<file path="config.mk">
export PLATFORM = sky130hd
export DESIGN_NAME = cit_decoder
export DESIGN_NICKNAME = d
export VERILOG_FILES = /design/src/cit_pkg.sv /design/src/cit_cycle_counter.sv /design/src/cit_decoder.sv
export SDC_FILE = /design/constraint.sdc
export NUM_CORES = 1
export LEC_CHECK = 0
export ABC_AREA = 1
export BUFFER_PORTS_ARGS = -buffer_cell sky130_fd_sc_hd__buf_2
export CAP_MARGIN = 20
export CORE_MARGIN = 2
export CORE_UTILIZATION = 43
export DETAILED_ROUTE_END_ITERATION = 6
export PLACE_DENSITY_LB_ADDON = 0.3
export SLEW_MARGIN = 5
export SYNTH_ARGS = -nofsm -noshare
export SYNTH_HDL_FRONTEND = slang
export SYNTH_SLANG_ARGS = --single-unit
</file>
<file path="constraint.sdc">
create_clock -name clock_i -period 1.6 [get_ports clock_i]
set_input_delay 0.32 -clock clock_i [delete_from_list [all_inputs] [get_ports clock_i]]
set_output_delay 0.32 -clock clock_i [all_outputs]
set_load 0.005 [all_outputs]
</file>
<file path="src/cit_pkg.sv">
/*
 * Shared constants and types of the instruction timing decoder.
 * Assumes a single 20 MHz system clock and opcodes in the standard
 * 8-bit instruction set encoding.
 */
package cit_pkg;

	// Clock figures
	localparam int CLOCK_PERIOD_NS = 50; // System clock period
	localparam int MAX_CLOCK_MHZ = 25; // Fastest rated system clock
	localparam int PEAK_MIPS = 25; // One instruction per clock at top rate

	// Instruction set figures
	localparam int INSTR_TOTAL = 109; // Distinct instructions decoded
	localparam int INSTR_ONE_CYCLE = 26; // Instructions needing one clock
	localparam int INSTR_TWO_CYCLE = 50; // Instructions needing two clocks

	// Widths
	localparam int OPCODE_W = 8; // Opcode byte
	localparam int LEN_W = 2; // Program bytes of one instruction
	localparam int CYC_W = 4; // Clock count of one instruction
	localparam int ADDR_W = 16; // Memory address

	// Program byte lengths
	localparam logic [LEN_W-1:0] LEN_1 = 2'h1;
	localparam logic [LEN_W-1:0] LEN_2 = 2'h2;
	localparam logic [LEN_W-1:0] LEN_3 = 2'h3;

	// Clock counts
	localparam logic [CYC_W-1:0] CYC_1 = 4'h1;
	localparam logic [CYC_W-1:0] CYC_2 = 4'h2;
	localparam logic [CYC_W-1:0] CYC_3 = 4'h3;
	localparam logic [CYC_W-1:0] CYC_4 = 4'h4;
	localparam logic [CYC_W-1:0] CYC_5 = 4'h5;
	localparam logic [CYC_W-1:0] CYC_MAX = 4'h8; // Longest instruction, the divide

	// Default size of the on-chip expansion data RAM in bytes
	localparam int EXPANSION_DATA_RAM_BYTES = 4096;

	// Reset values
	localparam logic [CYC_W-1:0] COUNT_RESET = 4'h0;
	localparam logic [ADDR_W-1:0] ADDR_RESET = 16'h0000;

	// Memory target of a data access
	typedef enum logic [1:0] {
		TGT_NONE = 2'b00, // No memory access
		TGT_ONCHIP_EXPANSION_DATA_RAM = 2'b01, // On-chip expansion data RAM
		TGT_OFFCHIP = 2'b10, // External memory interface
		TGT_FLASH = 2'b11 // Program flash
	} cit_target_type;

	// Debug run state
	typedef enum logic [1:0] {
		DBG_RUN = 2'b00, // Free running
		DBG_HALTED = 2'b01, // Stopped, no issue
		DBG_STEP = 2'b10 // One instruction then stop
	} cit_dbg_state_type;

	// Decoded timing of one opcode
	typedef struct packed {
		logic [LEN_W-1:0] len; // Program bytes
		logic [CYC_W-1:0] cyc; // Clocks when no branch is taken
		logic cond; // Conditional branch: one clock more if taken
	} cit_decode_type;

	// Cycle counter state
	typedef struct packed {
		logic [CYC_W-1:0] remaining; // Clocks left of the running instruction
	} cit_count_state_type;

	// Decoder state
	typedef struct packed {
		cit_dbg_state_type dbg; // Debug run state
		logic resume_skip; // Ignore breakpoint for first issue after resume
		logic wpt_pending; // Watchpoint hit, halt at retire
		logic [LEN_W-1:0] bytes; // Length of current instruction
		logic [CYC_W-1:0] cycles; // Clock count of current instruction
		logic mem_req; // Memory request pulse
		logic mem_write; // Memory request is a write
		cit_target_type target; // Memory target
		logic [ADDR_W-1:0] addr; // Memory address
		logic bkpt_hit; // Breakpoint stopped the core
	} cit_state_type;

endpackage : cit_pkg

</file>
<file path="src/cit_cycle_counter.sv">
/*
 * Down counter that times one instruction in whole system clocks.
 * Assumes load is only raised while ready_o is high.
 */
`timescale 1ns/1ps
`default_nettype none

module cit_cycle_counter #(
	parameter int CYC_W = cit_pkg::CYC_W // Counter width
) (
	input wire logic clock_i,
	input wire logic resetn_i,
	input wire logic load_i,
	input wire logic [CYC_W-1:0] value_i,
	output logic [CYC_W-1:0] remaining_o,
	output logic last_o,
	output logic ready_o
);

	cit_pkg::cit_count_state_type state_reg; // Registered state
	cit_pkg::cit_count_state_type state_next; // Next state

	// Load on issue, otherwise count down to zero
	always_comb begin
		state_next = state_reg;
		if (load_i) begin
			state_next.remaining = value_i;
		end else if (state_reg.remaining != '0) begin
			state_next.remaining = state_reg.remaining - 1'b1;
		end
	end

	// State register
	always_ff @(posedge clock_i or negedge resetn_i) begin
		if (!resetn_i) begin
			state_reg <= '{remaining: cit_pkg::COUNT_RESET};
		end else begin
			state_reg <= state_next;
		end
	end

	// Status toward the decoder
	assign remaining_o = state_reg.remaining;
	assign last_o = (state_reg.remaining == cit_pkg::CYC_1);
	assign ready_o = (state_reg.remaining <= cit_pkg::CYC_1);

endmodule // cit_cycle_counter

`default_nettype wire

</file>
<file path="src/cit_decoder.sv">
/*
 * Instruction timing decoder of the pipelined 8-bit core, with memory
 * target steering of the data and code moves and run control for debug.
 * Assumes opcodes, branch outcome and addresses come from the datapath
 * synchronous to clock_i, and debug commands from the test-access port.
 */
`timescale 1ns/1ps
`default_nettype none

// Contract
// RQ1 - No instruction exceeds eight clocks
// RQ2 - Up to 25 MHz, one instruction per clock
// RQ3 - Exactly 109 instructions with given timing mix
// RQ4 - Standard encoding, only timing differs
// RQ5 - Timing counted in single clocks only
// RQ6 - Most instructions: clocks equal program bytes
// RQ7 - Untaken conditional branch one clock shorter
// RQ8 - Data move reaches on-chip, off-chip, flash
// RQ9 - Flash read and written byte-wise
// RQ10 - Add and add-with-carry timing table
// RQ11 - Subtract-with-borrow timing table
// RQ12 - Logical and/or timing table
// RQ13 - Exclusive-or timing table
// RQ14 - Breakpoints, watchpoints, halt, run, single-step
// RQ15 - Debug uses no application resources
// RQ16 - Test-access port carries programming and debug
// RQ17 - Increment and decrement timing table
// RQ18 - Multiply four clocks, divide eight clocks
module cit_decoder #(
	parameter int EXPANSION_DATA_RAM_BYTES = cit_pkg::EXPANSION_DATA_RAM_BYTES // On-chip data RAM size
) (
	input wire logic clock_i,
	input wire logic resetn_i,
	// Instruction issue
	input wire logic issue_valid_i,
	input wire logic [cit_pkg::OPCODE_W-1:0] opcode_i,
	input wire logic [cit_pkg::ADDR_W-1:0] instr_addr_i,
	input wire logic branch_taken_i,
	output logic issue_ready_o,
	output logic retire_o,
	output logic [cit_pkg::LEN_W-1:0] bytes_o,
	output logic [cit_pkg::CYC_W-1:0] cycles_o,
	// Memory access of data and code moves
	input wire logic [cit_pkg::ADDR_W-1:0] mem_addr_i,
	input wire logic flash_access_en_i,
	output logic mem_req_o,
	output logic mem_write_o,
	output cit_pkg::cit_target_type mem_target_o,
	output logic [cit_pkg::ADDR_W-1:0] mem_addr_o,
	// Debug commands from the test-access port
	input wire logic dbg_halt_i,
	input wire logic dbg_run_i,
	input wire logic dbg_step_i,
	input wire logic bkpt_en_i,
	input wire logic [cit_pkg::ADDR_W-1:0] bkpt_addr_i,
	input wire logic wpt_en_i,
	input wire logic [cit_pkg::ADDR_W-1:0] wpt_addr_i,
	output logic halted_o,
	output logic bkpt_hit_o
);

	cit_pkg::cit_state_type state_reg; // Registered state
	cit_pkg::cit_state_type state_next; // Next state
	cit_pkg::cit_decode_type dec; // Timing of the offered opcode

	logic ctr_ready; // Counter can take a new instruction
	logic ctr_last; // Last clock of the running instruction
	logic take; // Instruction taken this clock
	logic bkpt_match; // Offered address hits the breakpoint
	logic issue_allowed; // Debug state lets an instruction issue
	logic [cit_pkg::CYC_W-1:0] issue_cycles; // Clocks of the taken instruction
	logic [3:0] op_hi; // Opcode row
	logic [3:0] op_lo; // Opcode column
	logic is_data_move; // External data move opcode
	logic is_code_move; // Code byte move opcode

	// Builds one decode entry
	function automatic cit_pkg::cit_decode_type ent(
		input logic [cit_pkg::LEN_W-1:0] l,
		input logic [cit_pkg::CYC_W-1:0] c,
		input logic b
	);
		cit_pkg::cit_decode_type e;
		e.len = l;
		e.cyc = c;
		e.cond = b;
		return e;
	endfunction

	// Opcode to length and clocks, standard encoding by row and column
	always_comb begin
		op_hi = opcode_i[7:4];
		op_lo = opcode_i[3:0];
		dec = ent(cit_pkg::LEN_1, cit_pkg::CYC_1, 1'b0); // RQ3 RQ4 RQ5
		if (op_lo[3]) begin
			// Register forms: add, subtract, logic, inc, dec take one clock
			case (op_hi)
				4'h7, 4'h8, 4'hA: begin
					dec = ent(cit_pkg::LEN_2, cit_pkg::CYC_2, 1'b0); // RQ6
				end
				4'hB: begin
					dec = ent(cit_pkg::LEN_3, cit_pkg::CYC_3, 1'b1); // RQ7
				end
				4'hD: begin
					dec = ent(cit_pkg::LEN_2, cit_pkg::CYC_2, 1'b1); // RQ7
				end
				default: begin
					dec = ent(cit_pkg::LEN_1, cit_pkg::CYC_1, 1'b0); // RQ10 RQ11 RQ12 RQ13 RQ17
				end
			endcase
		end else begin
			case (op_lo)
				4'h0: begin
					case (op_hi)
						4'h0: dec = ent(cit_pkg::LEN_1, cit_pkg::CYC_1, 1'b0);
						// Bit test jumps
						4'h1, 4'h2, 4'h3: dec = ent(cit_pkg::LEN_3, cit_pkg::CYC_3, 1'b1); // RQ7
						// Carry and accumulator jumps
						4'h4, 4'h5, 4'h6, 4'h7: dec = ent(cit_pkg::LEN_2, cit_pkg::CYC_2, 1'b1); // RQ7
						// Short jump
						4'h8: dec = ent(cit_pkg::LEN_2, cit_pkg::CYC_3, 1'b0);
						// Data pointer load
						4'h9: dec = ent(cit_pkg::LEN_3, cit_pkg::CYC_3, 1'b0);
						// Carry logic, push, pop
						4'hA, 4'hB, 4'hC, 4'hD: dec = ent(cit_pkg::LEN_2, cit_pkg::CYC_2, 1'b0);
						// Data move through the data pointer
						default: dec = ent(cit_pkg::LEN_1, cit_pkg::CYC_3, 1'b0); // RQ8
					endcase
				end
				4'h1: begin
					// Absolute jump and call
					dec = ent(cit_pkg::LEN_2, cit_pkg::CYC_3, 1'b0);
				end
				4'h2: begin
					case (op_hi)
						// Long jump and call
						4'h0, 4'h1: dec = ent(cit_pkg::LEN_3, cit_pkg::CYC_4, 1'b0);
						// Returns
						4'h2, 4'h3: dec = ent(cit_pkg::LEN_1, cit_pkg::CYC_5, 1'b0);
						// Data move through R0
						4'hE, 4'hF: dec = ent(cit_pkg::LEN_1, cit_pkg::CYC_3, 1'b0); // RQ8
						// Accumulator into direct byte, bit operations
						default: dec = ent(cit_pkg::LEN_2, cit_pkg::CYC_2, 1'b0); // RQ12
					endcase
				end
				4'h3: begin
					case (op_hi)
						// Immediate into direct byte
						4'h4, 4'h5, 4'h6: dec = ent(cit_pkg::LEN_3, cit_pkg::CYC_3, 1'b0); // RQ12
						// Indirect jump and code byte moves
						4'h7, 4'h8, 4'h9: dec = ent(cit_pkg::LEN_1, cit_pkg::CYC_3, 1'b0); // RQ9
						// Data move through R1
						4'hE, 4'hF: dec = ent(cit_pkg::LEN_1, cit_pkg::CYC_3, 1'b0); // RQ8
						// Rotates, pointer increment, carry operations
						default: dec = ent(cit_pkg::LEN_1, cit_pkg::CYC_1, 1'b0); // RQ17
					endcase
				end
				4'h4: begin
					case (op_hi)
						// Accumulator inc, dec, swap, adjust, clear, complement
						4'h0, 4'h1, 4'hC, 4'hD, 4'hE, 4'hF: begin
							dec = ent(cit_pkg::LEN_1, cit_pkg::CYC_1, 1'b0); // RQ17
						end
						// Divide, the only eight clock instruction
						4'h8: dec = ent(cit_pkg::LEN_1, cit_pkg::CYC_MAX, 1'b0); // RQ1 RQ18
						// Multiply
						4'hA: dec = ent(cit_pkg::LEN_1, cit_pkg::CYC_4, 1'b0); // RQ18
						// Compare immediate and jump
						4'hB: dec = ent(cit_pkg::LEN_3, cit_pkg::CYC_3, 1'b1); // RQ7
						// Immediate into accumulator
						default: dec = ent(cit_pkg::LEN_2, cit_pkg::CYC_2, 1'b0); // RQ10 RQ11 RQ12
					endcase
				end
				4'h5: begin
					case (op_hi)
						// Immediate or direct into direct byte
						4'h7, 4'h8: dec = ent(cit_pkg::LEN_3, cit_pkg::CYC_3, 1'b0);
						// Unused opcode behaves as one byte, one clock
						4'hA: dec = ent(cit_pkg::LEN_1, cit_pkg::CYC_1, 1'b0);
						// Compare direct and decrement-jump on direct
						4'hB, 4'hD: dec = ent(cit_pkg::LEN_3, cit_pkg::CYC_3, 1'b1); // RQ7
						// Direct forms
						default: dec = ent(cit_pkg::LEN_2, cit_pkg::CYC_2, 1'b0); // RQ10 RQ11 RQ13
					endcase
				end
				default: begin
					// Indirect forms through R0 or R1
					case (op_hi)
						4'h7, 4'h8, 4'hA: dec = ent(cit_pkg::LEN_2, cit_pkg::CYC_2, 1'b0);
						// Compare indirect and jump
						4'hB: dec = ent(cit_pkg::LEN_3, cit_pkg::CYC_4, 1'b1); // RQ7
						// One byte, two clocks
						default: dec = ent(cit_pkg::LEN_1, cit_pkg::CYC_2, 1'b0); // RQ10 RQ11 RQ12 RQ13
					endcase
				end
			endcase
		end
	end

	// Opcode classes that touch memory outside the register file
	assign is_data_move = (op_hi >= 4'hE) &&
		((op_lo == 4'h0) || (op_lo == 4'h2) || (op_lo == 4'h3)); // RQ8
	assign is_code_move = (op_lo == 4'h3) && ((op_hi == 4'h8) || (op_hi == 4'h9)); // RQ9

	// Taken branch adds one clock, the table keeps all within eight
	assign issue_cycles = dec.cyc + {3'h0, dec.cond & branch_taken_i}; // RQ7 RQ1

	// Breakpoint compare uses dedicated registers outside the user map
	assign bkpt_match = bkpt_en_i && (instr_addr_i == bkpt_addr_i); // RQ14 RQ15

	// Issue permission from the debug state
	always_comb begin
		case (state_reg.dbg)
			cit_pkg::DBG_RUN: begin
				issue_allowed = !state_reg.wpt_pending &&
					(!bkpt_match || state_reg.resume_skip); // RQ14
			end
			cit_pkg::DBG_STEP: begin
				issue_allowed = 1'b1; // RQ14
			end
			default: begin
				issue_allowed = 1'b0;
			end
		endcase
	end

	// One instruction per clock when the previous one is ending
	assign issue_ready_o = ctr_ready && issue_allowed; // RQ2
	assign take = issue_valid_i && issue_ready_o;

	// Next state: debug control, decode capture and memory steering
	always_comb begin
		state_next = state_reg;
		state_next.mem_req = 1'b0;
		case (state_reg.dbg)
			cit_pkg::DBG_RUN: begin
				if (take) begin
					state_next.resume_skip = 1'b0;
				end
				if (dbg_halt_i) begin
					// Running instruction completes, no further issue
					state_next.dbg = cit_pkg::DBG_HALTED; // RQ14 RQ16
				end else if (issue_valid_i && ctr_ready && bkpt_match &&
						!state_reg.resume_skip && !state_reg.wpt_pending) begin
					// Stop before the instruction at the breakpoint
					state_next.dbg = cit_pkg::DBG_HALTED; // RQ14
					state_next.bkpt_hit = 1'b1;
				end else if (state_reg.wpt_pending && ctr_ready) begin
					// Stop after the access that hit the watchpoint
					state_next.dbg = cit_pkg::DBG_HALTED; // RQ14
					state_next.wpt_pending = 1'b0;
				end
			end
			cit_pkg::DBG_HALTED: begin
				if (dbg_step_i) begin
					state_next.dbg = cit_pkg::DBG_STEP; // RQ14 RQ16
					state_next.bkpt_hit = 1'b0;
				end else if (dbg_run_i) begin
					state_next.dbg = cit_pkg::DBG_RUN; // RQ14 RQ16
					state_next.resume_skip = 1'b1;
					state_next.bkpt_hit = 1'b0;
				end
			end
			cit_pkg::DBG_STEP: begin
				// Any instruction steps, one at the breakpoint address included
				if (take) begin
					state_next.dbg = cit_pkg::DBG_HALTED; // RQ14
				end
			end
			default: begin
				state_next.dbg = cit_pkg::DBG_HALTED;
			end
		endcase
		if (take) begin
			state_next.bytes = dec.len;
			state_next.cycles = issue_cycles;
			state_next.target = cit_pkg::TGT_NONE;
			state_next.mem_write = 1'b0;
			state_next.addr = mem_addr_i;
			if (is_data_move) begin
				// Flash when enabled, else on-chip below the size, else off-chip
				state_next.mem_req = 1'b1;
				state_next.mem_write = op_hi[0]; // RQ9
				if (flash_access_en_i) begin
					state_next.target = cit_pkg::TGT_FLASH; // RQ8 RQ9
				end else if (32'(mem_addr_i) < EXPANSION_DATA_RAM_BYTES) begin
					state_next.target = cit_pkg::TGT_ONCHIP_EXPANSION_DATA_RAM; // RQ8
				end else begin
					state_next.target = cit_pkg::TGT_OFFCHIP; // RQ8
				end
				if (wpt_en_i && (mem_addr_i == wpt_addr_i)) begin
					state_next.wpt_pending = 1'b1; // RQ14
				end
			end else if (is_code_move) begin
				// Byte read of program flash
				state_next.mem_req = 1'b1;
				state_next.target = cit_pkg::TGT_FLASH; // RQ9
			end
		end
	end

	// Instruction clock counter
	cit_cycle_counter #(
		.CYC_W(cit_pkg::CYC_W)
	) u_counter (
		.clock_i(clock_i),
		.resetn_i(resetn_i),
		.load_i(take),
		.value_i(issue_cycles),
		.remaining_o(),
		.last_o(ctr_last),
		.ready_o(ctr_ready)
	);

	// State register
	always_ff @(posedge clock_i or negedge resetn_i) begin
		if (!resetn_i) begin
			state_reg.dbg <= cit_pkg::DBG_RUN;
			state_reg.resume_skip <= 1'b0;
			state_reg.wpt_pending <= 1'b0;
			state_reg.bytes <= '0;
			state_reg.cycles <= cit_pkg::COUNT_RESET;
			state_reg.mem_req <= 1'b0;
			state_reg.mem_write <= 1'b0;
			state_reg.target <= cit_pkg::TGT_NONE;
			state_reg.addr <= cit_pkg::ADDR_RESET;
			state_reg.bkpt_hit <= 1'b0;
		end else begin
			state_reg <= state_next;
		end
	end

	// Outputs
	assign retire_o = ctr_last;
	assign bytes_o = state_reg.bytes;
	assign cycles_o = state_reg.cycles;
	assign mem_req_o = state_reg.mem_req;
	assign mem_write_o = state_reg.mem_write;
	assign mem_target_o = state_reg.target;
	assign mem_addr_o = state_reg.addr;
	assign halted_o = (state_reg.dbg == cit_pkg::DBG_HALTED);
	assign bkpt_hit_o = state_reg.bkpt_hit;

endmodule // cit_decoder

`default_nettype wire

</file>
# After elaboration in Yosys (flattened, before gate mapping)
# Memories as Yosys holds them, arrays and structs flattened.
# Index checks and enable logic that the tools add are counted.
# totals
regBits,35
latchBits,0
ramBits,0
romBits,224
in_bits,82
output_inout_bits,30
word_cells,121
mem_count,3
# memory_table
memory,words,word_bits,rd,rd_ports_with_merged_regs,write_ports,line,text
(no name shown),16,7,1,0,0,cit_decoder.sv:159,case (op_hi)
(no name shown),16,5,1,0,0,cit_decoder.sv:114,case (op_hi)
(no name shown),16,2,1,0,0,cit_decoder.sv:147,case (op_hi)
# classes
add_sub_neg,2
multipliers,0
n_div,0
order_cmp,3
n_eq_ne,29
shifts,0
mux,38
n_bitwise,1
n_reduce_logical,34
# op_table
operator,count
$pmux 7 s3,3
$pmux 7 s6,1
$eq 16x16->1,2
$eq 4x4->1 const B,7
$mux 27,1
$mux 2,9
$eq 4x2->1 const B,4
$lt 16x13->1 const B,1
$mux 1,15
$pmux 7 s2,1
$eq 4x1->1 const B,3
$eq 4x3->1 const B,3
$logic_and 1x1->1,12
$ne 2x2->1 const B,6
$reduce_or 2->1,5
$logic_not 4->1,2
$mux 4,2
$reduce_and 4->1,2
$mux 7,1
$pmux 1 s2,3
$pmux 2 s3,1
$add 4x1->4,1
$ge 4x4->1 const B,1
$le 4x1->1 const B,1
14 further kinds,20

# Longest topological paths before layout
# depth
depth_word,11
depth_mapped,16
depth_no_buf,16

# Cells and area by module
# A second synthesis with hierarchy kept.
# hier_totals
hier_cells,439
area_unflattened_um2,2875.3
# modules_own_cells
module,instances,cells_each,area_per_inst_um2,seq_area_each_um2
cit_decoder,1,402,2610.0,775.7
cit_cycle_counter,1,37,265.3,100.1

# Worst setup path before layout
# OpenSTA, ideal clock, no wires.
# synth_path
path_type,input-to-reg
startpoint,in opcode_i[4] (netlist bit)
endpoint,"reg u_counter.state_reg, in the netlist u_counter.remaining_o[2]"
setup_time_ns,0.077
arrival_ns,1.913
t_required_ns,1.523
path_slack_ns,-0.391
path_stages,16
path_buffers,1
cell_sequence,buf_2 nand2_2 nor2_4 inv_2 o21ai_2 inv_2 nand2_1 nand2_1 nand2_1 nand3_1 ha_1 ha_1 nand3b_1 nand2_1 nand3_1 a21oi_1
# synth_via
elab_chain_len,8
elab_cells_between_ends,29
classes_between,1 x add/sub; 10 x eq/ne; 7 x mux; 1 x bitwise; 7 x reduce/logical; 3 x memory
# synth_lines
element,line,text
from (decl),cit_decoder.sv:36,"input wire logic [cit_pkg::OPCODE_W-1:0] opcode_i,"
$eq 4x4->1 (tied with other cells),"cit_decoder.sv:97, cit_decoder.sv:175, cit_decoder.sv:188",
$reduce_or 3->1 or $reduce_or 2->1 (tied branches),"cit_decoder.sv:97, cit_decoder.sv:188, cit_decoder.sv:175",
$pmux 7 s2 or $pmux 7 s3 (tied branches),"cit_decoder.sv:188, cit_decoder.sv:175",
$pmux 7 s6,cit_decoder.sv:112,case (op_lo)
$mux 7 *,cit_decoder.sv:95,if (op_lo[3]) begin
$and 1x1->1,cit_decoder.sv:206,"assign issue_cycles = dec.cyc + {3'h0, dec.cond & branch_taken_i};"
$add 4x1->4 *,cit_decoder.sv:206,
$mux 4 *,cit_cycle_counter.sv:26,if (load_i) begin
to (signal assigned),cit_cycle_counter.sv:36,state_reg <= '{remaining: cit_pkg::COUNT_RESET};
to (signal assigned),cit_cycle_counter.sv:38,state_reg <= state_next;
to (decl),cit_cycle_counter.sv:20,cit_pkg::cit_count_state_type state_reg;
# Mark *: on every way between the ends. The rest lies on a longest branch, timed or not.
# A chain may end at the register's enable or synchronous reset.

# Worst setup path in the final report
# layout_path
startpoint,"reg u_counter.state_reg, in the netlist u_counter.remaining_o[0]"
endpoint,out issue_ready_o
# layout_via
elab_chain_len,2
# layout_lines
element,line,text
$le 4x1->1,cit_cycle_counter.sv:45,assign ready_o = (state_reg.remaining <= cit_pkg::CYC_1);
$logic_and 1x1->1,cit_decoder.sv:228,assign issue_ready_o = ctr_ready && issue_allowed;
to (decl),cit_decoder.sv:39,"output logic issue_ready_o,"
# Every way passes these cells.

==> metrics.txt <==
Syn Std Cell Area=2850 um2; CTS tree=built; crit path from=u_counter.remaining_o[0]$_DFFE_PN0P_; Setup crit end kind=output port; Worst-Skew Late Latency=0.30 ns; Largest register FFs=16; Vias/cell=4.89; io pins=112; most frequent CP cell=inv_2; hold_buf cts=0; Max VDD drop=936 uV; Post-synth top cells=nand2_1, inv_1, dfrtp_1, nor2_1, buf_4; # Max-Cap Violations=0; clock-pin slew on the worst setup and hold paths=0.08 ns; CTS buffer count=5; fmax=549 MHz; Leakage=2.45 nW; Synthesis Warnings=0; Port-buffer cells=111; Post-Place Cells=629; Post-Layout Cell Count=656; Synth area leader=dfrtp_1; Fin. Hold Viols=17; syn nets=518; initial antenna violation count=0; vias in the first global route=2955; drt total wl=8420 um; Root Driver=clkbuf_8; critical path's slowest cell=dfrtp_1; Bufs and invs on worst path=4; CP startpoint kind=flop; largest net degree at the start of global routing=25; Synth top area share=30.8%; DP HPWL=5920 um; Nets=667; Area contributors post-synth=dfrtp_1, nand2_1, inv_1; Final setup viols=29; grt ovf=0; worst hold path class=primary input to async pin; Initial Util=44.6%; Final Max Tran Viols=0; Avg Cell Area, Syn=6.63 um2; first-pass GRT wire length=12300 um; delay-heaviest family, CP=flip-flops; top_reg_cell synth=dfrtp_1; Least-Margin Pin Slew=0.533 ns; Mapped Cells=429; CP peak stage delay=0.44 ns; post-synth cell types=39; Yosys reg bits=35; H-tree depth=2; initial DRC count=151; asr flop ratio synth=100%; max_slew headroom=64.5%; drc violations=0; status=finished, violations left; Max FO, Critical Path=3; CP arrival=1.50 ns; worst-path cell chain=inv_2 > ha_4 > inv_4 > a21oi_4 > inv_2 > a21oi_2 > buf_2; Sinks on Clock Net=35; DRT antenna net count=0; DIE HEIGHT=85.3 um; global-route usage over all layers=20.3%; WP data required=1.28 ns; routability cong.=0.911; failing checks=negative hold slack, negative setup slack; drt first pass iters=4; die area=7280 um2; CTS max path bufs=2; Final Skew=0.0127 ns; hold slack=-0.00919 ns; Core Area=6390 um2; Rows=29; Seq/Total Area, Yosys=30.8%; period utilization=114%; n_diodes=0; Layout area overhead=53.1%; PD cells=1210 nW/um2; routed via count=3211; WL/cell=12.8 um; final worst setup slack=-0.220 ns; final worst path period need=1.82 ns; number of synthesized flops with an enable pin=0; layout cells sized above 1=46.8%; FF-to-FF Start=u_counter.remaining_o[0]$_DFFE_PN0P_; count leader, synth=nand2_1; die width=85.3 um; CP Class=flop to output port; RSZ-0062 raised after global routing=yes
-- kinds of logic after synthesis --
kind of cell,after synthesis,synth area share [%]
simple gates,214,32.5
compound gates,61,12.4
buf+inv,98,17.0
flops,35,30.8
fa+ha+maj,7,3.08
xor+xnor,14,4.31
-- layout make-up --
type,count,area (um2)
Tap cell,77,96.3
Sequential cell,35,876
Clock buffer,5,68.8
Timing Repair Buffer,172,1170
Multi-Input combinational cell,297,1840
Fill cell,528,2030
Inverter,67,265
Clock inverter,3,43.8
-- worst reg2reg max path: cells and delay by family (launching register included) --
| kind | cells | cell delay, ns |
|---|---|---|
| buffers and inverters | 4 | 0.48 |
| AND/OR/NAND/NOR | 3 | 0.22 |
| adder cells (fa/ha/maj) | 1 | 0.14 |
| AO/OA/AOI/OAI | 2 | 0.39 |
| flip-flops | 1 | 0.44 |
-- report_power, final --
part | internal (mW) | total, mW | switching (mW)
clock network | 0.464 | 0.833 | 0.369
logic | 1.44 | 2.97 | 1.53
registers | 1.22 | 1.47 | 0.247
-- stage by stage --
| step | worst slack, ns | total power, mW | util (%) | TNS, ns | cell area (um2) |
|---|---|---|---|---|---|
| floorplan | -0.337 | 2.86 | - | -1.22 | 2900 |
| global placement | -0.585 | 3.36 | 57.7 | -4.10 | 3680 |
| detailed placement | -0.669 | 3.42 | 57.7 | -5.69 | 3680 |
| CTS | -0.238 | 4.47 | 61.5 | -0.865 | 3930 |
| global route | -0.332 | 5.64 | 68.2 | -5.45 | 4360 |
| finish | -0.220 | 5.27 | 68.2 | -2.78 | 4360 |
-- path summary, 6_finish.rpt --
check                      cells past startpoint  slack (ns)                    endpoint
max                                            7       -0.22               issue_ready_o
min                                            1      -0.009   state_reg[30]$_DFFE_PN0P_
max reg2reg                                   10       -0.13  mem_addr_o[12]$_DFFE_PN0P_
min reg2reg                                    2        0.47   state_reg[28]$_DFFE_PN0P_
max in group asynchronous                      2        1.09  mem_addr_o[15]$_DFFE_PN0P_
min in group clock_i                           3        0.25   mem_addr_o[0]$_DFFE_PN0P_
-- metal layers --
metal | global-route usage (%) | wire length, um | up-vias | share of wire, %
li1 | - | - | 1629 | -
met1 | 24.6 | 3490 | 1484 | 41
met2 | 37.3 | 4480 | 90 | 53
met3 | 3.40 | 392 | 8 | 4.7
met4 | 4.47 | 68 | 0 | 0.81
met5 | 0 | 0 | - | 0
-- cells in the final DEF, fill, tap and decap left out, types with 2 or more instances in the layout --
cell,count
clkbuf_16,3
nand3b_1,2
buf_6,8
o21ai_1,6
or2_2,3
nand2_4,16
xnor2_1,5
buf_2,110
nand2_8,2
nor3_1,9
nor2_1,33
inv_1,55
o2111ai_1,2
nor3_2,2
nand4_1,4
o22ai_1,4
buf_4,45
nand3_1,12
o21ai_0,10
dfrtp_1,35
inv_2,9
nand2_1,100
nand2_2,23
ha_1,2
xor2_1,9
nor2_4,2
a21oi_2,7
nand3_2,3
ha_4,4
o21ai_2,9
nor4_1,2
buf_12,5
clkbuf_8,5
a21oi_4,2
a21oi_1,11
-- repair_timing --
item	in CTS	in global routing
cloned	0	5
buffers inserted	8	10
endpoints found under the hold margin	0	0
pin swaps	15	27
resized for setup	25	86
setup endpoints to repair	35	35
No activity file was read; power rests on OpenSTA's default activity.
